===== src/rtl/lcd_drv_pkg.sv =====
package lcd_drv_pkg;
   localparam int SEG_COUNT = 33;
   localparam int FRAME_BITS = 36;
   localparam int SHIFT_LEN = SEG_COUNT + 1;
   localparam int BP_DIV = 16;
   localparam int BP_HALF = BP_DIV / 2;
   localparam int BP_CNT_W = 3;
   localparam int FIFO_DEPTH = 16;
   localparam int SYNC_STAGES = 2;
   localparam logic [SEG_COUNT-1:0] SEG_RESET = 33'h0_0000_0000;
endpackage


===== src/rtl/seg_fifo.sv =====
`timescale 1ns/10ps
module seg_fifo #(
   parameter int WIDTH = 33,
   parameter int DEPTH = 16
) (
   input wire logic i_clk,               // System clock.
   input wire logic i_rst,               // Synchronous reset, active high.
   input wire logic i_valid,             // Write request.
   output logic o_ready,                 // Room for a word.
   input wire logic [WIDTH-1:0] i_data,  // Write data.
   output logic o_valid,                 // A word is available.
   input wire logic i_ready,             // Reader takes the word.
   output logic [WIDTH-1:0] o_data       // Head word.
);
   localparam int AW = $clog2(DEPTH);
   // The pointers wrap by bit width, so only power-of-two depths keep full and empty exact.
   if (DEPTH < 2 || (1 << AW) != DEPTH || WIDTH < 1) begin : g_param_chk
      $error("seg_fifo: DEPTH must be a power of two of at least 2 and WIDTH at least 1");
   end
   logic [WIDTH-1:0] mem [DEPTH];
   logic [AW:0] wp_r, wp_nxt, rp_r, rp_nxt;
   logic wr, rd;

   always_comb begin
      o_ready = (wp_r - rp_r) != (AW+1)'(DEPTH);
      o_valid = wp_r != rp_r;
      wr = i_valid && o_ready;
      rd = o_valid && i_ready;
      wp_nxt = wp_r + (AW+1)'(wr);
      rp_nxt = rp_r + (AW+1)'(rd);
      o_data = mem[rp_r[AW-1:0]];
   end

   always_ff @(posedge i_clk) begin
      if (i_rst) begin
         wp_r <= '0;
         rp_r <= '0;
      end else begin
         wp_r <= wp_nxt;
         rp_r <= rp_nxt;
      end
      if (wr) begin
         mem[wp_r[AW-1:0]] <= i_data;
      end
   end
endmodule


===== src/rtl/lcd_seg_driver.sv =====
`timescale 1ns/10ps
// Summary of operation
// RL1 - Frames arrive on two lines only: serial data and serial clock, no load strobe.
// RL2 - Host sends start bit one, then 33 segment bits, then two ignored bits.
// RL3 - Host gives two more clocks after the 34 defined bits, 36 in all.
// RL4 - Rising edge of clock 36 copies the 33 shifted bits toward the latches.
// RL5 - Falling edge of clock 36 clears every shift stage but the first master for the next frame.
// RL6 - Clear spares the first stage's master, so back-to-back frames keep their start bit.
// RL7 - Host should drive zero data during clocks 35 and 36.
// RL8 - Latches hold their values until a whole new frame arrives.
// RL9 - Between backplane edges, only segments whose latched bit changed toggle; others stay steady.
// RL10 - Each segment bit drives one fixed segment output, all independent.
// RL11 - Host does all character encoding; the driver has none.
// RL12 - Backplane output is the oscillator divided by sixteen.
// RL13 - External backplane input must have exactly fifty percent duty.
// RL14 - Data is sampled on each rising serial clock edge into stage one.
// RL15 - Start bit reaching the end of the shift path marks clock 36.
// RL16 - Latched one drives opposite to backplane; latched zero in phase.
module lcd_seg_driver
   import lcd_drv_pkg::*;
(
   input wire logic i_clk,                        // System clock, 125 MHz.
   input wire logic i_rst,                        // Synchronous reset, active high.
   input wire logic i_ser_data,                   // Serial data pin, asynchronous.
   input wire logic i_ser_clk,                    // Serial clock pin, asynchronous.
   input wire logic i_rc_oscillator_pin,          // Oscillator pin, asynchronous.
   input wire logic i_backplane_drive_in,         // External backplane pin, asynchronous.
   input wire logic i_bp_ext_sel,                 // High selects the external backplane.
   output logic o_backplane_drive_out,            // Backplane output: divided oscillator, or the external pin when selected.
   output logic [SEG_COUNT-1:0] o_seg,            // Segment drive pins.
   output logic [SEG_COUNT-1:0] o_seg_latched,    // Latched segment states.
   output logic o_frame_done                      // One-cycle pulse per received frame.
);
   // The chain length, frame length and divider width depend on each other; refuse a mismatch.
   if (FRAME_BITS != SHIFT_LEN + 2 || SEG_COUNT < 1) begin : g_frame_chk
      $error("lcd_seg_driver: FRAME_BITS must equal SEG_COUNT plus three");
   end
   if ((1 << BP_CNT_W) < BP_HALF || BP_HALF < 1 || SYNC_STAGES != 2) begin : g_bp_chk
      $error("lcd_seg_driver: backplane counter too narrow or synchroniser depth unsupported");
   end

   // Pins cross into i_clk through two flops; only the second flop is read.
   // The backplane select is a pin as well, so it is synchronised with the rest.
   logic [4:0] s1_r, s1_nxt, s2_r, s2_nxt;
   logic sclk_d_r, sclk_d_nxt, osc_d_r, osc_d_nxt;
   logic sdat, sclk, osc, bpin, bpsel;

   always_comb begin
      s1_nxt = {i_bp_ext_sel, i_backplane_drive_in, i_rc_oscillator_pin, i_ser_clk, i_ser_data};
      s2_nxt = s1_r;
      {bpsel, bpin, osc, sclk, sdat} = s2_r;
      sclk_d_nxt = sclk;
      osc_d_nxt = osc;
   end

   always_ff @(posedge i_clk) begin
      if (i_rst) begin
         s1_r <= 5'h00;
         s2_r <= 5'h00;
         sclk_d_r <= 1'b0;
         osc_d_r <= 1'b0;
      end else begin
         s1_r <= s1_nxt;
         s2_r <= s2_nxt;
         sclk_d_r <= sclk_d_nxt;
         osc_d_r <= osc_d_nxt;
      end
   end

   logic sclk_rise, sclk_fall, osc_rise;
   assign sclk_rise = sclk && !sclk_d_r;
   assign sclk_fall = !sclk && sclk_d_r;
   assign osc_rise = osc && !osc_d_r;

   // Shift path: master captures on the rising edge, slaves follow on the falling
   // edge, as a static master-slave chain would. Stage 0 of the slave chain is the
   // first stage slave; the start bit lands in stage SHIFT_LEN+2 on clock 36.
   localparam int CHAIN = FRAME_BITS - 1;
   logic master0_r, master0_nxt;                  // First stage master, never cleared.
   logic [CHAIN-1:0] master_r, master_nxt;        // Masters of stages 2..36.
   logic [CHAIN:0] slave_r, slave_nxt;            // Slaves of stages 1..36.
   logic load_pend_r, load_pend_nxt;
   logic [SEG_COUNT-1:0] capture_r, capture_nxt;
   logic push;

   always_comb begin
      master0_nxt = master0_r;
      master_nxt = master_r;
      slave_nxt = slave_r;
      load_pend_nxt = load_pend_r;
      capture_nxt = capture_r;
      push = 1'b0;
      if (sclk_rise) begin
         master0_nxt = sdat;                                           // [RL14] [RL1]
         master_nxt = slave_r[CHAIN-1:0];
         // Start bit at the stage 35 slave means this is clock 36.
         if (slave_r[CHAIN-1]) begin                                   // [RL15]
            capture_nxt = slave_r[CHAIN-2 -: SEG_COUNT];               // [RL4] [RL10]
            push = 1'b1;                                               // [RL4]
            load_pend_nxt = 1'b1;
         end
      end
      if (sclk_fall) begin
         slave_nxt = {master_r, master0_r};
         // The clear waits for the falling edge so the capture on the rising edge comes first.
         if (load_pend_r) begin
            // Clear every stage but the first master so a start bit just taken survives.
            // A tail bit of one left there is harmless: the next rising edge overwrites it
            // before any slave can copy it.
            master_nxt = '0;                                           // [RL5] [RL6]
            slave_nxt = '0;                                            // [RL5]
            load_pend_nxt = 1'b0;
         end
      end
   end

   always_ff @(posedge i_clk) begin
      if (i_rst) begin
         master0_r <= 1'b0;
         master_r <= '0;
         slave_r <= '0;
         load_pend_r <= 1'b0;
         capture_r <= SEG_RESET;
      end else begin
         master0_r <= master0_nxt;
         master_r <= master_nxt;
         slave_r <= slave_nxt;
         load_pend_r <= load_pend_nxt;
         capture_r <= capture_nxt;
      end
   end

   // Frames queue here on the way to o_seg_latched, which takes each one a cycle later; the
   // latch side always drains, so the queue only fills if draining is held off.
   logic fifo_valid, fifo_ready_in;
   logic [SEG_COUNT-1:0] fifo_data;
   logic push_r, push_nxt;
   // The push is registered so that it meets capture_r in the same cycle; the extra
   // cycle of latency is of no consequence next to a serial bit time.
   assign push_nxt = push;

   seg_fifo #(
      .WIDTH(SEG_COUNT),
      .DEPTH(FIFO_DEPTH)
   ) u_fifo (
      .i_clk(i_clk),
      .i_rst(i_rst),
      .i_valid(push_r),
      .o_ready(fifo_ready_in),
      .i_data(capture_r),
      .o_valid(fifo_valid),
      .i_ready(1'b1),
      .o_data(fifo_data)
   );

   logic [SEG_COUNT-1:0] latch_r, latch_nxt;
   logic done_r, done_nxt;

   always_comb begin
      latch_nxt = latch_r;                                             // [RL8]
      done_nxt = 1'b0;
      if (fifo_valid) begin
         latch_nxt = fifo_data;                                        // [RL8]
         done_nxt = 1'b1;
      end
   end

   always_ff @(posedge i_clk) begin
      if (i_rst) begin
         push_r <= 1'b0;
         latch_r <= SEG_RESET;
         done_r <= 1'b0;
      end else begin
         push_r <= push_nxt && fifo_ready_in;
         latch_r <= latch_nxt;
         done_r <= done_nxt;
      end
   end

   // Backplane: internal divide by sixteen, or the external pin.
   logic [BP_CNT_W-1:0] osc_cnt_r, osc_cnt_nxt;
   logic bp_int_r, bp_int_nxt;
   logic bp_r, bp_nxt;
   logic [SEG_COUNT-1:0] seg_r, seg_nxt;

   always_comb begin
      osc_cnt_nxt = osc_cnt_r;
      bp_int_nxt = bp_int_r;
      if (osc_rise) begin
         // Toggling every eight oscillator edges gives one period per sixteen.
         osc_cnt_nxt = osc_cnt_r + BP_CNT_W'(1);                       // [RL12]
         if (osc_cnt_r == BP_CNT_W'(BP_HALF - 1)) begin
            osc_cnt_nxt = '0;
            bp_int_nxt = !bp_int_r;                                    // [RL12]
         end
      end
      bp_nxt = bpsel ? bpin : bp_int_r;                                // [RL13]
      // Each segment is registered from a stable latch, so unchanged bits never glitch.
      // The segments follow the backplane output one cycle late, a skew of a few
      // nanoseconds that the display never sees as a DC offset.
      seg_nxt = latch_r ^ {SEG_COUNT{bp_r}};                           // [RL16] [RL9]
   end

   always_ff @(posedge i_clk) begin
      if (i_rst) begin
         osc_cnt_r <= '0;
         bp_int_r <= 1'b0;
         bp_r <= 1'b0;
         seg_r <= SEG_RESET;
      end else begin
         osc_cnt_r <= osc_cnt_nxt;
         bp_int_r <= bp_int_nxt;
         bp_r <= bp_nxt;
         seg_r <= seg_nxt;
      end
   end

   assign o_backplane_drive_out = bp_r;
   assign o_seg = seg_r;
   assign o_seg_latched = latch_r;
   assign o_frame_done = done_r;
endmodule


===== config.mk =====
export PLATFORM = sky130hd
export DESIGN_NAME = lcd_seg_driver
export DESIGN_NICKNAME = d
export VERILOG_FILES = /design/src/rtl/lcd_drv_pkg.sv /design/src/rtl/seg_fifo.sv /design/src/rtl/lcd_seg_driver.sv
export SDC_FILE = /design/constraint.sdc
export NUM_CORES = 1
export LEC_CHECK = 0
export ABC_CLOCK_PERIOD_IN_PS = 17560
export BUFFER_PORTS_ARGS = -buffer_cell sky130_fd_sc_hd__buf_2
export CAP_MARGIN = 20
export CORE_AREA = 2 2 257 259
export CTS_BUF_LIST = sky130_fd_sc_hd__clkbuf_2 sky130_fd_sc_hd__clkbuf_4 sky130_fd_sc_hd__clkbuf_8
export DETAILED_ROUTE_END_ITERATION = 10
export DIE_AREA = 0 0 259 261
export GPL_TIMING_DRIVEN = 0
export PLACE_DENSITY_LB_ADDON = 0.2
export SLEW_MARGIN = 20
export SYNTH_ARGS = -nofsm -noshare
export SYNTH_HDL_FRONTEND = slang
export SYNTH_SLANG_ARGS = --single-unit

===== constraint.sdc =====
create_clock -name i_clk -period 17.56 [get_ports i_clk]
set_input_delay 0 -clock i_clk [delete_from_list [all_inputs] [get_ports i_clk]]
set_output_delay 0 -clock i_clk [all_outputs]
set_load 0.05 [all_outputs]

Word-level counts from Yosys, hierarchy flattened

Memory sizes are Yosys's and may differ from the RTL's. A register that Yosys moved wholly into a read port is not among the register bits.
Cells that the tools add are included.

Flip-flop bits (word level): 167
RAM bits: 528
Bits of input ports: 7
Memories kept: 1

$add $sub $neg: 4
Equal/unequal tests: 3
Muxes and demuxes: 15
Bitwise operators: 1
Reductions and logical operators: 11

Memories:

| name       | words | bits a word | read ports | clocked after memory_dff | wr ports | RTL line       | RTL |
|---|---|---|---|---|---|---|---|
| u_fifo.mem | 16    | 33          | 1          | 1                        | 1        | seg_fifo.sv:20 | `logic [WIDTH-1:0] mem [DEPTH];` |

Operator list:

| kind                  | count |
|---|---|
| $mux W35              | 4 |
| $xor A33 B33 Y33      | 1 |
| $add A5 B1 Y5         | 2 |
| $mux W1               | 10 |
| $logic_and A1 B1 Y1   | 5 |
| $ne A5 B5 Y1          | 1 |
| $ne A5 B5 Y1 const B  | 1 |
| $sub A5 B5 Y5         | 1 |
| $logic_not A1 Y1      | 4 |
| $reduce_and A2 Y1     | 2 |
| $add A3 B1 Y3 const B | 1 |
| $eq A3 B3 Y1 const B  | 1 |
| $mux W3               | 1 |

Longest topological paths before layout

Word-level depth: 5
Depth in mapped cells: 15
Mapped depth without buffers: 12

By module

A second synthesis with hierarchy kept.

Cell total of the unflattened synthesis: 1547
Area, all modules: 27229.9 um^2

Modules (own cells, without submodules):

| module         | times used | cells each | area an instance (um^2) | sequential area each (um^2) |
|---|---|---|---|---|
| seg_fifo       | 1          | 821        | 20525.9                 | 16055.4 |
| lcd_seg_driver | 1          | 726        | 6703.9                  | 3783.6 |

Worst setup path before layout

No wires, ideal clock.

Path kind: flip-flop to flip-flop
Start point: register u_fifo.rp_r[3]
End point: memory u_fifo.mem[0][0] (enable)
Data arrival time: 5587 ps
Data required time: 17042 ps
Slack: 11455 ps
Cell stages (with the launch flop): 12
Path buffers: 4
Period minus slack after synthesis: 6105 ps
Path through: dfxtp_1 clkbuf_1 clkbuf_1 clkbuf_1 inv_1 ha_1 nand2_1 o21bai_1 a211o_1 a22oi_2 buf_2 nor4b_1

Longest elaborated chain between the ends: 5

RTL lines:

| what                          | RTL line       | RTL |
|---|---|---|
| start, declared               | seg_fifo.sv:21 | `logic [AW:0] wp_r, wp_nxt, rp_r, rp_nxt;` |
| start signal, assigned        | seg_fifo.sv:40 | `rp_r <= rp_nxt;` |
| $sub A5 B5 Y5                 | seg_fifo.sv:25 | `o_ready = (wp_r - rp_r) != (AW+1)'(DEPTH);` |
| $ne A5 B5 Y1                  | seg_fifo.sv:25 |  |
| $logic_and A1 B1 Y1           | seg_fifo.sv:27 | `wr = i_valid && o_ready;` |
| $mux W1                       | seg_fifo.sv:42 | `if (wr) begin` |
| $mux W1 (not written as such) | seg_fifo.sv:43 | `mem[wp_r[AW-1:0]] <= i_data;` |
| end, declared                 | seg_fifo.sv:20 |  |

Every way passes these cells.

Worst setup path in the final report

Start point: register u_fifo.rp_r[3]
End point: memory u_fifo.mem[9][13] (enable)

The elaborated chain is that of the path after synthesis.

==> out/qor_table.md <==
| Result | Reported | Unit |
| --- | --- | --- |
| Status | finished clean | - |
| Number of flip-flops and latches in the synthesized netlist | 727 | - |
| Crit path max fanout | 10 | - |
| Placed wire-length estimate | 47300 | um |
| Synthesized net count | 1741 | - |
| Clock insertion delay at the later pin of the skew report | 0.73 | ns |
| Pwr dens | 115 | mW/mm^2 |
| Kind of end point of the critical path | register | - |
| # port buffers | 74 | - |
| Clock tree from TritonCTS | done | - |
| Count of instances resized after the clock tree is built | 0 | - |
| Count of nets after finishing | 2052 | - |
| Area share of xor/xnor cells in the synthesized design | 1.36 | % |
| Arithmetic-cell share of the synthesized area counting full adders, half adders and majority gates | 0.464 | % |
| Syn. warnings | 0 | - |
| Count of vias placed by the detailed router | 15700 | - |
| Final-report max-slew violation count | 0 | - |
| Full die area | 0.0676 | sq mm |
| Switching Share | 23.9 | % |
| Most prevalent standard cell on the critical path | buf_2 | - |
| Final period demand of the worst path | 5.34 | ns |
| Req. time, crit path | 17.96 | ns |
| Global-route wire length before repair | 101000 | um |
| Multiplexer share of the synthesized area | 9.48 | % |
| Delay of the slowest cell on the worst path | 0.68 | ns |
| Simple-gate area share of the yosys netlist | 8.00 | % |
| Standard-cell row count | 94 | - |
| Register share of total power | 51.0 | % |
| Crit Path Category | register to register | - |
| Root Driver | clkbuf_8 | - |
| TNS Setup | 0 | ns |
| Clock Pin Slew Worst Setup and Hold Paths | 0.06 | ns |
| I/O pin total | 75 | - |
| CP Launch Type | register | - |
| Sw power | 870 | uW |
| Synthesis-to-layout area growth | 17.7 | % |
| Count of routing violations after the opening detailed-route iteration | 1206 | - |
| Largest net degree at the start of global routing | 20 | - |
| Slew of the pin with the lowest slew margin | 1.04 | ns |
| Cell with the largest stage delay on the worst path | nor4_2 | - |
| Path category of the worst min-delay check | input port to register | - |
| Post-Synthesis Cell Area | 0.0270 | sq mm |
| Final routed DRC violation total | 0 | - |
| Dominant synthesized flop cell | edfxtp_1 | - |
| Fillcell total | 5559 | - |
| Most frequent standard cell in the layout excluding fill and tap cells | edfxtp_1 | - |
| Fraction of final layout cells sized beyond drive strength 1 | 24.9 | % |
| Maximum clock rate | 187 | MHz |
| Average footprint of a synthesized cell | 15.7 | sq um |
| Largest buffer count on any clock path | 3 | - |
| Antenna violations before repair | 2 | - |
| Vert. Die Dim | 261 | um |
| Unrepaired setup endpoints after global routing | false | - |
| Sequential share of the synthesized area | 73.5 | % |
| Share of total power in the clock network | 40.5 | % |
| Distinct cells, synth | 40 | - |
| VDD IR max | 0.0540 | mV |
| Most frequent cells in the layout | edfxtp_1 (528), dfxtp_1 (199), buf_2 (167), nand2_1 (144), clkbuf_8 (137) | - |
| Number of enable-type register cells in the synthesized netlist | 528 | - |
| Effective utilization at floorplan | 41.5 | % |
| Count of max-cap constraint violations | 0 | - |
| Leakage | 0.0109 | uW |
| Internal power consumption | 2770 | uW |
| Post-CTS Setup Repair Bufs | 0 | - |
| Final cell utilization of the core | 48.9 | % |
| Logic pwr share | 8.5 | % |
| RePlAce Congestion | 0.769 | - |
| Number of hold-slack violations in the final timing report | 0 | - |
| Fraction of the mapped netlist area in compound gates | 5.06 | % |
| Max H-tree Level | 3 | - |
| FFs w/ async S/R, synth | 0 | % |
| Cells along the critical path | clkbuf_1 -> clkbuf_1 -> clkbuf_1 -> inv_1 -> ha_1 -> nand2_1 -> o21bai_1 -> a211o_1 -> a22oi_2 -> buf_2 -> nor4_2 -> buf_4 -> buf_2 -> buf_2 -> buf_2 | - |
| Total CTS buffers | 115 | - |
| Clock Skew | 0.0328 | ns |
| Die Wd | 259 | um |
| All-layer global routing usage | 20.2 | % |
| Period utilization | 30.4 | % |
| Endpoints failing setup | 0 | - |
| Synthesized instance count | 1724 | - |
| Combinational family with the most area after synthesis | multiplexers | - |
| Vias in the first global route | 16100 | - |
| Remaining number of nets flagged by the antenna check after routing | 0 | - |
| Avg Vias per Cell | 5.25 | - |
| Area of the placeable core | 0.0650 | sq mm |
| Length of the first detailed-routing pass in iterations | 5 | - |
| Number of clock sinks | 727 | - |
| Data arrival time of the worst path | 5.75 | ns |
| DR WL/cell | 22.5 | um |
| Remaining global-route overflow | 0 | - |
| Total Wirelength | 67500 | um |
| Max-slew headroom at the worst pin | 30.6 | % |
-- layer usage --
layer	vias to the layer above	track usage, %	part of all wire, %
met5	-	0	0
met4	0	7.32	2.5
met3	102	3.71	7.0
met2	472	33.2	48
met1	7936	27.1	42
li1	7233	-	-
-- cell usage after synthesis, types with 35 or more instances --
master,count,share of area [%]
a21oi_1,70,1.3
a22o_1,35,1.1
clkbuf_1,73,1.0
dfxtp_1,199,15
edfxtp_1,528,59
mux2i_1,70,2.6
mux4_2,66,5.5
nand2_1,144,2.0
nor2_1,86,1.2
nor2b_1,52,1.2
nor3_1,67,1.2
nor4_1,39,0.90
o22ai_1,66,1.5
xnor2_1,37,1.2
-- power by group through the flow --
stage	registers (uW)	clock network (uW)	logic, uW
3_3_place_gp	1890	0	306
5_1_grt	1860	1580	329
2_1_floorplan	1960	0	155
3_5_place_dp	1890	0	310
4_1_cts	1860	1510	313
6_report	1860	1470	309
-- critical path, delay by kind of cell, from the launching register on --
kind                       cells  cell delay (ns)
AOI/OAI and AO/OA              3             0.51
DFF                            1             0.30
adders and majority gates      1             0.37
and+or+nand+nor                2             0.81
buffers and inverters          9             3.01
-- layout make-up --
type                            count  area, sq um  area share [%]
Clock buffer                      185         2250            7.07
Clock inverter                     31          179           0.563
Multi-Input combinational cell    878         6690            21.0
Buffer                            113          554            1.74
Inverter                            6         22.5          0.0709
Antenna cell                        1         2.50         0.00788
Tap cell                          864         1080            3.40
Sequential cell                   727        19800            62.4
Timing Repair Buffer              194         1160            3.66
-- registers in the layout (all words and copies together), names as in the netlist --
name	flops
bp_int_r	1
capture_r	33
load_pend_r	1
master0_r	1
master_r	34
o_backplane_drive_out	1
o_frame_done	1
o_seg	33
o_seg_latched	33
osc_cnt_r	3
osc_d_r	1
push_r	1
s1_r	5
s2_r	5
sclk_d_r	1
slave_r	35
u_fifo.mem	528
u_fifo.rp_r	5
u_fifo.wp_r	5
-- what timing repair did --
action,CTS,global route
setup endpoints to repair,0,0
hold buffers,15,0
endpoints found under the hold margin,25,0
-- worst paths after layout --
| path | slack (ns) | startpoint | depth (start not counted) | end |
|---|---|---|---|---|
| worst max-delay path | 12.22 | u_fifo.rp_r[3]$_SDFF_PP0_ | 15 | u_fifo.mem[9][13]$_DFFE_PP_ |
| worst min-delay path | 0.40 | i_rst | 5 | master_r[0]$_SDFF_PP0_ |
| worst max register to register | 12.22 | u_fifo.rp_r[3]$_SDFF_PP0_ | 15 | u_fifo.mem[9][13]$_DFFE_PP_ |
| worst min register to register | 0.43 | s1_r[1]$_SDFF_PP0_ | 1 | s2_r[1]$_SDFF_PP0_ |
-- logic make-up after synthesis --
| kind of cell | after synthesis |
|---|---|
| DFF | 727 |
| xor gates and xnor gates | 42 |
| and+or+nand+nor | 447 |
| muxes | 169 |
| buffers and inverters | 119 |
| AOI/OAI and AO/OA | 210 |
| adders and majority gates | 10 |
-- per-stage QoR --
step                setup WS, ns  hold slack, ns  total power (uW)  std cells  cell area [sq um]
floorplan                  11.46           0.128              2110       1724              27000
global placement            6.03           0.212              2200       2662              28400
detailed placement         12.22           0.213              2200       2767              29200
CTS                        12.19           0.340              3670       2998              31800
global route               11.97           0.406              3760       2999              31800
finish                     12.22           0.402              3640       2999              31800
Power figures use the tool's default switching activity.
